**config.mk**
```make
export PLATFORM = sky130hd
export DESIGN_NAME = tone_detector_setting_control
export DESIGN_NICKNAME = d
export VERILOG_FILES = /design/src/design/tone_setting_pkg.sv /design/src/design/setting_store.sv /design/src/design/tone_detector_setting_control.sv
export SDC_FILE = /design/constraint.sdc
export NUM_CORES = 1
export LEC_CHECK = 0
export BUFFER_PORTS_ARGS = -buffer_cell sky130_fd_sc_hd__buf_2
export CAP_MARGIN = 20
export CORE_MARGIN = 2
export CORE_UTILIZATION = 54
export DETAILED_ROUTE_END_ITERATION = 7
export GPL_TIMING_DRIVEN = 0
export PLACE_DENSITY_LB_ADDON = 0.25
export SLEW_MARGIN = 20
export SYNTH_ARGS = -nofsm -noshare
export SYNTH_HDL_FRONTEND = slang
export SYNTH_HIERARCHICAL = 1
export SYNTH_SLANG_ARGS = --single-unit
```
**constraint.sdc**
```tcl
create_clock -name i_clk -period 1.17 [get_ports i_clk]
set_input_delay 0.1755 -clock i_clk [delete_from_list [all_inputs] [get_ports i_clk]]
set_output_delay 0.1755 -clock i_clk [all_outputs]
set_load 0.05 [all_outputs]
```
**src/design/tone_setting_pkg.sv**
```systemverilog
// Purpose: constants and carriers for the tone detector setting control
// Assumes: one clock, synchronous active-low reset
// Notes: rules of operation listed below
// Operation
// - controlled mode: five-bit gain code n gives n dB, 0 to 27 dB
// - controlled mode: word lsb one picks 12 kHz, zero picks 16 kHz
// - word shifted msb first: gain msb first, system select bit last
// - output enable high tristates; else select packet/tone, preset/serial
package tone_setting_pkg;
   localparam int WORD_W         = 6;
   localparam int GAIN_W         = 5;
   localparam int GAIN_MSB_POS   = 5;
   localparam int GAIN_LSB_POS   = 1;
   localparam int SYS_SEL_POS    = 0;
   localparam int CHANNELS       = 2;
   localparam logic [GAIN_W-1:0] GAIN_MAX_CODE = 5'h1b;
   localparam logic [WORD_W-1:0] WORD_RESET    = 6'h00;
   localparam logic [2:0]        BIT_CNT_W0    = 3'h0;

   typedef struct packed {
      logic             tristate;
      logic             tone_follower;
      logic             preset_sens;
      logic             sys_12k;
      logic [GAIN_W-1:0] gain_db;
      logic             gain_forbidden;
   } chan_cfg_t;

   typedef struct packed {
      logic sclk;
      logic sdata;
      logic latch;
   } serial_t;
endpackage

```
**src/design/setting_store.sv**
```systemverilog
`timescale 1ns/10ps
// Purpose: per-channel store of complete setting words
// Assumes: write strobe one cycle, registered read data
// Notes: read data follows one cycle after the write
module setting_store #(
   parameter int CH = 2,
   parameter int W  = 6
) (
   // clock and reset
   input  wire logic              i_clk,
   input  wire logic              i_resetn,
   // write side
   input  wire logic              i_we,
   input  wire logic [CH-1:0]     i_sel,
   input  wire logic [W-1:0]      i_word,
   // read side
   output logic      [CH*W-1:0]   o_words
);
   typedef struct packed {
      logic [CH*W-1:0] mem;
   } store_state_t;
   store_state_t st_reg, st_next;

   always_comb begin
      st_next = st_reg;
      for (int c = 0; c < CH; c++) begin
         if (i_we && i_sel[c]) begin
            st_next.mem[c*W +: W] = i_word;
         end
      end
   end

   always_ff @(posedge i_clk) begin
      if (!i_resetn) begin
         st_reg <= '0;
      end else begin
         st_reg <= st_next;
      end
   end

   assign o_words = st_reg.mem;
endmodule

```
**src/design/tone_detector_setting_control.sv**
```systemverilog
`timescale 1ns/10ps
// Purpose: serial setting load and mode decode for a two-channel detector
// Assumes: serial pins and mode pins are asynchronous to i_clk
// Notes: word is taken on latch rise after six or more clocked bits
module tone_detector_setting_control #(
   parameter int CHANNELS = tone_setting_pkg::CHANNELS
) (
   // clock and reset
   input  wire logic                  i_clk,
   input  wire logic                  i_resetn,
   // serial setting interface
   input  wire logic                  i_serial_clk,
   input  wire logic                  i_serial_data,
   input  wire logic [CHANNELS-1:0]   i_chan_load,
   // mode pins
   input  wire logic                  i_system_select,
   input  wire logic                  i_preset_level,
   input  wire logic                  i_output_select,
   input  wire logic                  i_output_enable,
   // per-channel configuration to the analog side
   output tone_setting_pkg::chan_cfg_t o_cfg [CHANNELS]
);
   localparam int W  = tone_setting_pkg::WORD_W;
   localparam int GW = tone_setting_pkg::GAIN_W;

   // refused at elaboration: the load pins are sized per channel
   if (CHANNELS < 1 || CHANNELS > 8) begin : g_bad_channels
      $error("channel count out of range");
   end

   // ****************************************
   // state
   // ****************************************
   typedef struct packed {
      logic [1:0]          sclk_s;
      logic [1:0]          sdat_s;
      logic [1:0]          sys_s;
      logic [1:0]          pre_s;
      logic [1:0]          osel_s;
      logic [1:0]          oen_s;
      logic [2*CHANNELS-1:0] ld_s;
      logic                sclk_d;
      logic [CHANNELS-1:0] ld_d;
      logic [W-1:0]        shift;
      logic [2:0]          cnt;
      logic                we;
      logic [CHANNELS-1:0] we_sel;
   } ctl_state_t;
   ctl_state_t st_reg, st_next;

   tone_setting_pkg::chan_cfg_t cfg_reg  [CHANNELS];
   tone_setting_pkg::chan_cfg_t cfg_next [CHANNELS];

   logic [CHANNELS*W-1:0] words;
   logic [CHANNELS-1:0]   ld_now;

   setting_store #(
      .CH (CHANNELS),
      .W  (W)
   ) u_store (
      .i_clk    (i_clk),
      .i_resetn (i_resetn),
      .i_we     (st_reg.we),
      .i_sel    (st_reg.we_sel),
      .i_word   (st_reg.shift),
      .o_words  (words)
   );

   // ****************************************
   // serial shift and load
   // ****************************************
   always_comb begin
      st_next = st_reg;
      st_next.sclk_s = {st_reg.sclk_s[0], i_serial_clk};
      st_next.sdat_s = {st_reg.sdat_s[0], i_serial_data};
      st_next.sys_s  = {st_reg.sys_s[0], i_system_select};
      st_next.pre_s  = {st_reg.pre_s[0], i_preset_level};
      st_next.osel_s = {st_reg.osel_s[0], i_output_select};
      st_next.oen_s  = {st_reg.oen_s[0], i_output_enable};
      for (int c = 0; c < CHANNELS; c++) begin
         st_next.ld_s[2*c +: 2] = {st_reg.ld_s[2*c], i_chan_load[c]};
         ld_now[c] = st_reg.ld_s[2*c+1];
      end
      st_next.sclk_d = st_reg.sclk_s[1];
      st_next.ld_d   = ld_now;
      st_next.we     = 1'b0;
      st_next.we_sel = '0;
      // data enters at the lsb, so the first bit ends up as gain msb
      if (st_reg.sclk_s[1] && !st_reg.sclk_d) begin
         st_next.shift = {st_reg.shift[W-2:0], st_reg.sdat_s[1]};
         if (st_reg.cnt != 3'(W)) begin
            st_next.cnt = st_reg.cnt + 3'h1;
         end
      end
      // a short word is dropped so the old one survives; an overlong word keeps its last six bits
      if (|(ld_now & ~st_reg.ld_d)) begin
         if (st_reg.cnt == 3'(W)) begin
            st_next.we     = 1'b1;
            st_next.we_sel = ld_now & ~st_reg.ld_d;
         end
         st_next.cnt = tone_setting_pkg::BIT_CNT_W0;
      end
   end

   // ****************************************
   // mode decode per channel
   // ****************************************
   for (genvar c = 0; c < CHANNELS; c++) begin : g_ch
      logic [W-1:0] wd;
      assign wd = words[c*W +: W];
      always_comb begin
         cfg_next[c].tristate      = st_reg.oen_s[1];
         cfg_next[c].tone_follower = st_reg.osel_s[1];
         cfg_next[c].preset_sens   = st_reg.pre_s[1];
         if (st_reg.pre_s[1]) begin
            cfg_next[c].sys_12k = st_reg.sys_s[1];
            cfg_next[c].gain_db = '0;
            cfg_next[c].gain_forbidden = 1'b0;
         end else begin
            cfg_next[c].sys_12k =
               wd[tone_setting_pkg::SYS_SEL_POS];
            cfg_next[c].gain_db =
               wd[tone_setting_pkg::GAIN_MSB_POS:
                  tone_setting_pkg::GAIN_LSB_POS];
            // codes above 27 dB are illegal; flagged, passed unchanged
            cfg_next[c].gain_forbidden =
               cfg_next[c].gain_db > tone_setting_pkg::GAIN_MAX_CODE;
         end
      end
      always_ff @(posedge i_clk) begin
         if (!i_resetn) begin
            cfg_reg[c] <= '{tristate: 1'b1, default: '0};
         end else begin
            cfg_reg[c] <= cfg_next[c];
         end
      end
      assign o_cfg[c] = cfg_reg[c];
   end

   always_ff @(posedge i_clk) begin
      if (!i_resetn) begin
         st_reg <= '0;
      end else begin
         st_reg <= st_next;
      end
   end
endmodule

```
== After elaboration in Yosys (flattened, before gate mapping) ==
Memory sizes are Yosys's and may differ from the RTL's.
Cells that the tools add are included.
Storage, ports and cells
  register bits after elaboration: 43
  RAM bits: 20
  bits of input ports: 10
  output and inout port bits: 20
  logic and storage cells: 42
  memories kept: 1
Memories
  cfg_reg: depth 2, bits a word 10, rd ports 2, clocked after memory_dff 0, wr ports 2, RTL line tone_detector_setting_control.sv:51  | tone_setting_pkg::chan_cfg_t cfg_reg [CHANNELS];
Cells by class
  $add $sub $neg: 1
  order comparisons: 2
  equality and inequality tests: 2
  multiplexer cells: 7
  bitwise gates (word level): 5
  reduce and logical (&&, ||, !) cells: 9
Operators by type and width (number)
  $mux 10: 2
  $mux 7: 2
  $gt 5x5->1 const B: 2
  $reduce_and 2->1: 2
  $add 3x1->3 const B: 1
  $eq 3x3->1 const B: 1
  $logic_and 1x1->1: 3
  $mux 3: 1
  $ne 3x3->1 const B: 1
  $reduce_and 3->1: 1
  $reduce_or 3->1: 1
  $and 2x2->2: 1
  $mux 1: 2
  $not 2->2: 1
  $or 1x1->1: 2
  $reduce_or 2->1: 1
  $logic_not 1->1: 1
  $not 1->1: 1

== Logic depth before layout (Yosys ltp) ==
Gate-level depths: netlist of run 1.
  word-level depth: 4
  depth in mapped cells: 5
  mapped depth without buffers: 5

== By module ==
The synthesis of run 1 kept the hierarchy.
Modules (own cells, without submodules)
  tone_detector_setting_control: instances 1, cells an instance 135, area each 1517.7 sq um, sequential area each 960.9 sq um
  setting_store: instances 1, cells an instance 53, area each 510.5 sq um, sequential area each 240.2 sq um

== Least setup slack after synthesis of run 1 ==
Ideal clock, no wire load.
  path type: reg2out
  from: mem cfg_reg[0][7] (netlist name)
  to: out o_cfg[17] (netlist name)
  arrival time: 0.894 ns
  data required time: 0.995 ns
  setup slack: 0.100 ns
  stages on the path, launching flop included: 2
  buffers on the path: 1
  cell sequence: dfxtp_1 > buf_4
RTL lines
  start: declaration: RTL line tone_detector_setting_control.sv:51
  end: declaration: RTL line tone_detector_setting_control.sv:21  | output tone_setting_pkg::chan_cfg_t o_cfg [CHANNELS]

== Worst setup path in the final report of run 1 ==
  from: reg st_reg[3] (netlist name)
  to: reg st_reg[3] (netlist name)
On the way
  word-level cells in the longest chain between the ends: 2
  elaborated cells between the ends (all ways): 3
  those cells by class: add/sub (1); eq/ne (1); reduce/logical (1)
RTL lines
  start: declaration: RTL line tone_detector_setting_control.sv:49  | ctl_state_t st_reg, st_next;
  start signal: assignment: RTL line tone_detector_setting_control.sv:144  | st_reg <= st_next;
  parallel branches: the longest is 2 deep, another holds $add 3x1->3
Several ways; the timed one is not identified.
A chain may end at the register's enable or synchronous reset.

==> results.ini, run 1 <==
[global_route]
grt_pass1_wl_um = 5520
grt.overflow.total = 0
grt_usage_pct = 17.9
antenna_found_initial = 0
grt_pass1_vias = 1299
grt_start_max_net_pins = 13

[layout]
drive_gt1_share_pct = 33.9
fillers = 303
final_cells = 281
fin_util_pct = 67.5
mostFrequentLayoutCells = dfxtp_1 (59), buf_2 (27), nand2_1 (26), and2_1 (22)
diodes = 0
seqCellArea_um2 = 1200
nNetsFinal = 240
syn_to_final_growth_pct = 20.9
multi_input_comb_area_um2 = 771
final_common_cell = dfxtp_1

[clocking]
cts_root_buf = clkbuf_8
numCtsBuffers = 9
clk_path_buf_depth = 2
cts.sinks = 60
clock_latency_ns = 0.33
clk_pin_slew_worst_paths_ns = 0.06
cts_tree = done
cts_max_level = 3

[logic_synthesis]
netlist_area_um2 = 2030
synth-seq-cells = 60
syn_avg_cell_area_um2 = 10.8
synth-seq-area-share_pct = 59.2
syn-num-nets = 200
syn_inst = 188
yosys_warnings = 6
yosysUniqueCellTypes = 25

[die]
die_width_um = 65.3
ios = 30
dieArea_um2 = 4260
coreArea_um2 = 3630
floorplan.initialDensity_pct = 55.8
fp.dieH_um = 65.3
rows = 22

[route]
wl_per_cell_um = 11.8
drt-vias-per-instance = 4.93
first_pass_iters = 4
num_vias = 1386
first_iter_violations = 59
finalWirelength_um = 3300
drcViolationCount = 0
ant_nets = 0

[timing]
drv_slew = 0
timing.final.crit_share_pct = 96.7
rsz0062_at_grt = no
hold_viol = 0
finClkSkew_ns = 0.00307
layout_setup_ws_ns = 0.0392
setup_violations = 0
maxSlewHeadroom_pct = 77.9
fin_crit_ns = 1.13
fmax_mhz = 884
worstMarginPinSlew_ns = 0.332

[place]
gp_congestion = 0.753
dp_hpwl_um = 2280
place_inst = 265
numPortBuffers = 29
pre_cts_ws_ns = -0.0175

[status]
status = complete, no violations

[power_and_ir_drop]
power.total_mw = 3.90
powerDensity_nw_per_um2 = 1590
leakagePower_nw = 1.05
vdd.ir_drop.worst_mv = 1.18

[critical_path]
cp.required_ns = 1.38
worstSetupStartpointType = flop
critPathMaxFanout = 3
crit_type = reg2reg
cp-end-kind = flop
crit_arrival_ns = 1.34

[hold_path]
hold_class = in2reg

[job]
cap_violations = 0

where the power goes:
| part | total [mW] | switching, mW | leakage [nW] | internal, mW |
|---|---|---|---|---|
| Combinational | 0.166 | 0.0954 | 0.463 | 0.0707 |
| Sequential | 2.10 | 0.0149 | 0.488 | 2.08 |
| Clock | 1.64 | 0.701 | 0.0937 | 0.941 |
final timing paths:
kind	endpoint	depth (start not counted)	startpoint	slack (ns)
max	st_reg[3]	5	st_reg[3]	0.04
min	st_next[22]	2	i_output_select	0.05
max reg2reg	st_reg[3]	5	st_reg[3]	0.04
min reg2reg	cfg_reg[0][9]	1	cfg_next[9]	0.42
logic make-up (layout without fill, tap and decap cells):
family	count (synthesis)	in the layout	share of synthesized area, %
buffers and inverters	11	56	3.76
and+or+nand+nor	89	89	25.7
AOI/OAI and AO/OA	26	26	10.1
DFF	60	60	59.2
adders and majority gates	2	2	1.23
layer usage:
| metal | GRT usage (%) | vias to the layer above | wire, um |
|---|---|---|---|
| met3 | 8.73 | 7 | 220 |
| met4 | 9.38 | 0 | 56 |
| met2 | 29.7 | 41 | 1650 |
| met5 | 0 | - | 0 |
| li1 | - | 706 | - |
| met1 | 18.7 | 632 | 1380 |
Yosys cell counts (all sizes together):
| cell | n | area share, % |
|---|---|---|
| nand4 | 12 | 3.7 |
| a21oi | 4 | 0.99 |
| and2 | 34 | 11 |
| nor3 | 1 | 0.25 |
| a311oi | 1 | 0.74 |
| and4b | 1 | 0.49 |
| buf | 7 | 3.0 |
| dfxtp | 60 | 59 |
| a21boi | 8 | 3.0 |
| and3 | 2 | 0.62 |
| nand2b | 5 | 1.5 |
| nand2 | 27 | 5.0 |
| nand3 | 2 | 0.49 |
| ha | 2 | 1.2 |
| inv | 1 | 0.18 |
| nor2 | 2 | 0.37 |
| clkbuf | 3 | 0.56 |
| or2b | 1 | 0.37 |
| o21ai | 13 | 5.4 |
| nor2b | 2 | 1.4 |
layout make-up:
cell class	count	area share [%]
Tap cell	48	2.45
Timing Repair Buffer	29	6.53
Sequential cell	60	49.1
Multi-Input combinational cell	117	31.4
Buffer	10	2.96
Inverter	1	0.153
Clock inverter	1	0.204
Clock buffer	15	7.20
critical path: stages, from the launching register on:
cell,delay (ns)
dfxtp_2,0.34
inv_1,0.08
ha_4,0.18
and2_1,0.17
o21ai_1,0.14
a21oi_1,0.09
through the flow:
stage	instance area, um^2	TNS, ns	hold slack (ns)
floorplan	2030	0	0.303
CTS	2430	0	0.0338
global route	2450	0	0.0406
detailed placement	2230	-0.0291	0.385
finish	2450	0	0.0498
global placement	2230	0	0.384
what timing repair did:
| action | in CTS | in global routing |
|---|---|---|
| buffers inserted | 0 | 0 |
| hold buffers | 0 | 0 |
| setup endpoints to repair | 5 | 5 |
| resized for setup | 6 | 5 |
(Power assumes the default switching activity.)
==> run 2, diff against run 1 <==
--- a/config.mk
+++ b/config.mk
@@ -11,7 +11,7 @@
 export CORE_UTILIZATION = 54
 export DETAILED_ROUTE_END_ITERATION = 7
 export GPL_TIMING_DRIVEN = 0
-export PLACE_DENSITY_LB_ADDON = 0.25
+export PLACE_DENSITY_LB_ADDON = 0.12
 export SLEW_MARGIN = 20
 export SYNTH_ARGS = -nofsm -noshare
 export SYNTH_HDL_FRONTEND = slang
==> run 2 against run 1 <==
Design area shrank 0.82%. Combinational power fell by 4%. Critical path depth is 3 lower. Non-clock buffer count did not move. Utilization fell by 0.55 points. Maximum frequency increased by 1.6%. Worst setup slack better by 0.018 ns. Clock skew grew 0.0019 ns. Via count down 0.79%. Clock power rose by 4%. Wire length down 5.0%.
==> results.ini, run 2 (synthesized netlist as in run 1, its figures left out) <==
[status]
status = complete, no violations

[timing]
hold_viol = 0
fin_crit_ns = 1.11
timing.final.crit_share_pct = 95.1
tns_ns = 0
fmax_mhz = 898
drv_slew = 0
maxSlewHeadroom_pct = 77.9
worstMarginPinSlew_ns = 0.331
finClkSkew_ns = 0.00501
setup_violations = 0
rsz0062_at_grt = no

[route]
first_pass_iters = 5
ant_nets = 0
drcViolationCount = 0
finalWirelength_um = 3140
num_vias = 1375
wl_per_cell_um = 11.2
first_iter_violations = 80
drt-vias-per-instance = 4.89

[place]
gp_congestion = 0.789
dp_hpwl_um = 2260
numPortBuffers = 29

[clocking]
cts.sinks = 60
clock_latency_ns = 0.33
clk_pin_slew_worst_paths_ns = 0.06
cts_root_buf = clkbuf_8
numCtsBuffers = 9
clk_path_buf_depth = 2
cts_max_level = 3
cts_hold_buf = 0
cts_tree = done

[layout]
seqCellArea_um2 = 1200
final_common_cell = dfxtp_1
syn_to_final_growth_pct = 19.9
mostFrequentLayoutCells = dfxtp_1 (59), buf_2 (27), nand2_1 (26), and2_1 (22)
drive_gt1_share_pct = 34.3
multi_input_comb_area_um2 = 756
diodes = 0
nNetsFinal = 240
fillers = 294

[die]
floorplan.initialDensity_pct = 55.8
rows = 22
coreArea_um2 = 3630
fp.dieH_um = 65.3
dieArea_um2 = 4260
die_width_um = 65.3
ios = 30

[power_and_ir_drop]
powerDensity_nw_per_um2 = 1630
power.total_mw = 3.97
leakagePower_nw = 1.03
vdd.ir_drop.worst_mv = 0.974

[global_route]
antenna_found_initial = 0
grt_start_max_net_pins = 13
grt_pass1_wl_um = 5450
grt.overflow.total = 0
grt_usage_pct = 17.3
grt_pass1_vias = 1280

[critical_path]
worstSetupStartpointType = flop
crit_arrival_ns = 0.94
crit_type = reg2out
cp-end-kind = output port
cp.required_ns = 0.99
critPathMaxFanout = 2

[hold_path]
hold_class = in2reg

[job]
cap_violations = 0

==> run 2: cell count changes in the layout (fill, tap and decap cells not counted), sizes merged <==
cell      change
bufinv        +1
clkbuf        -4
clkinv        +2
clkinvlp      +1
==> run 2: what timing repair did <==
item                                    CTS  global route
resized for setup                         5             2
setup buffers                             0             0
endpoints found under the setup margin    5             2
==> run 2: where the power goes <==
group          switching [mW]  leakage [nW]  internal [mW]
registers              0.0138         0.488           2.08
logic                  0.0931         0.445         0.0671
clock network           0.743        0.0931          0.972
total                   0.850          1.03           3.12
==> run 2: final cells by class <==
class | instances | area share, %
buffer | 10 | 2.99
sequential | 60 | 49.5
clock buffer | 11 | 5.40
clock inverter | 5 | 2.16
multi-input combinational | 117 | 31.1
tap | 48 | 2.47
timing repair buffer | 29 | 6.28
inverter | 1 | 0.154
==> run 2: final timing paths <==
kind	start	end	slack, ns	depth (start not counted)
setup reg to reg	st_reg[3]	st_reg[4]	0.07	5
hold reg to reg	cfg_next[9]	cfg_reg[0][9]	0.41	1
setup / recovery	cfg_reg[0][7]	o_cfg[17]	0.06	2
hold / removal	i_output_enable	st_next[20]	0.05	2
==> run 2: through the flow <==
step	setup WS (ns)	hold WS [ns]	std cells	util (%)	area, um^2
3_3_place_gp	0.0774	0.383	265	61.5	2230
6_report	0.0569	0.0491	281	66.9	2430
5_1_grt	0.00528	0.0447	281	66.9	2430
4_1_cts	0.00265	0.0392	281	66.8	2430
2_1_floorplan	0.100	0.303	188	-	2030
3_5_place_dp	-0.00391	0.386	265	61.5	2230
==> run 2: routing by layer <==
metal | up-vias | track usage (%) | share of wire, %
li1 | 710 | - | -
met4 | 0 | 8.59 | 1.6
met5 | - | 0 | 0
met1 | 628 | 17.5 | 40
met3 | 7 | 7.19 | 5.2
met2 | 30 | 30.6 | 53
==> run 2: critical path, stage by stage (launching register included) <==
cell	delay (ns)
dfxtp_1	0.33
buf_4	0.10
buf_4	0.18
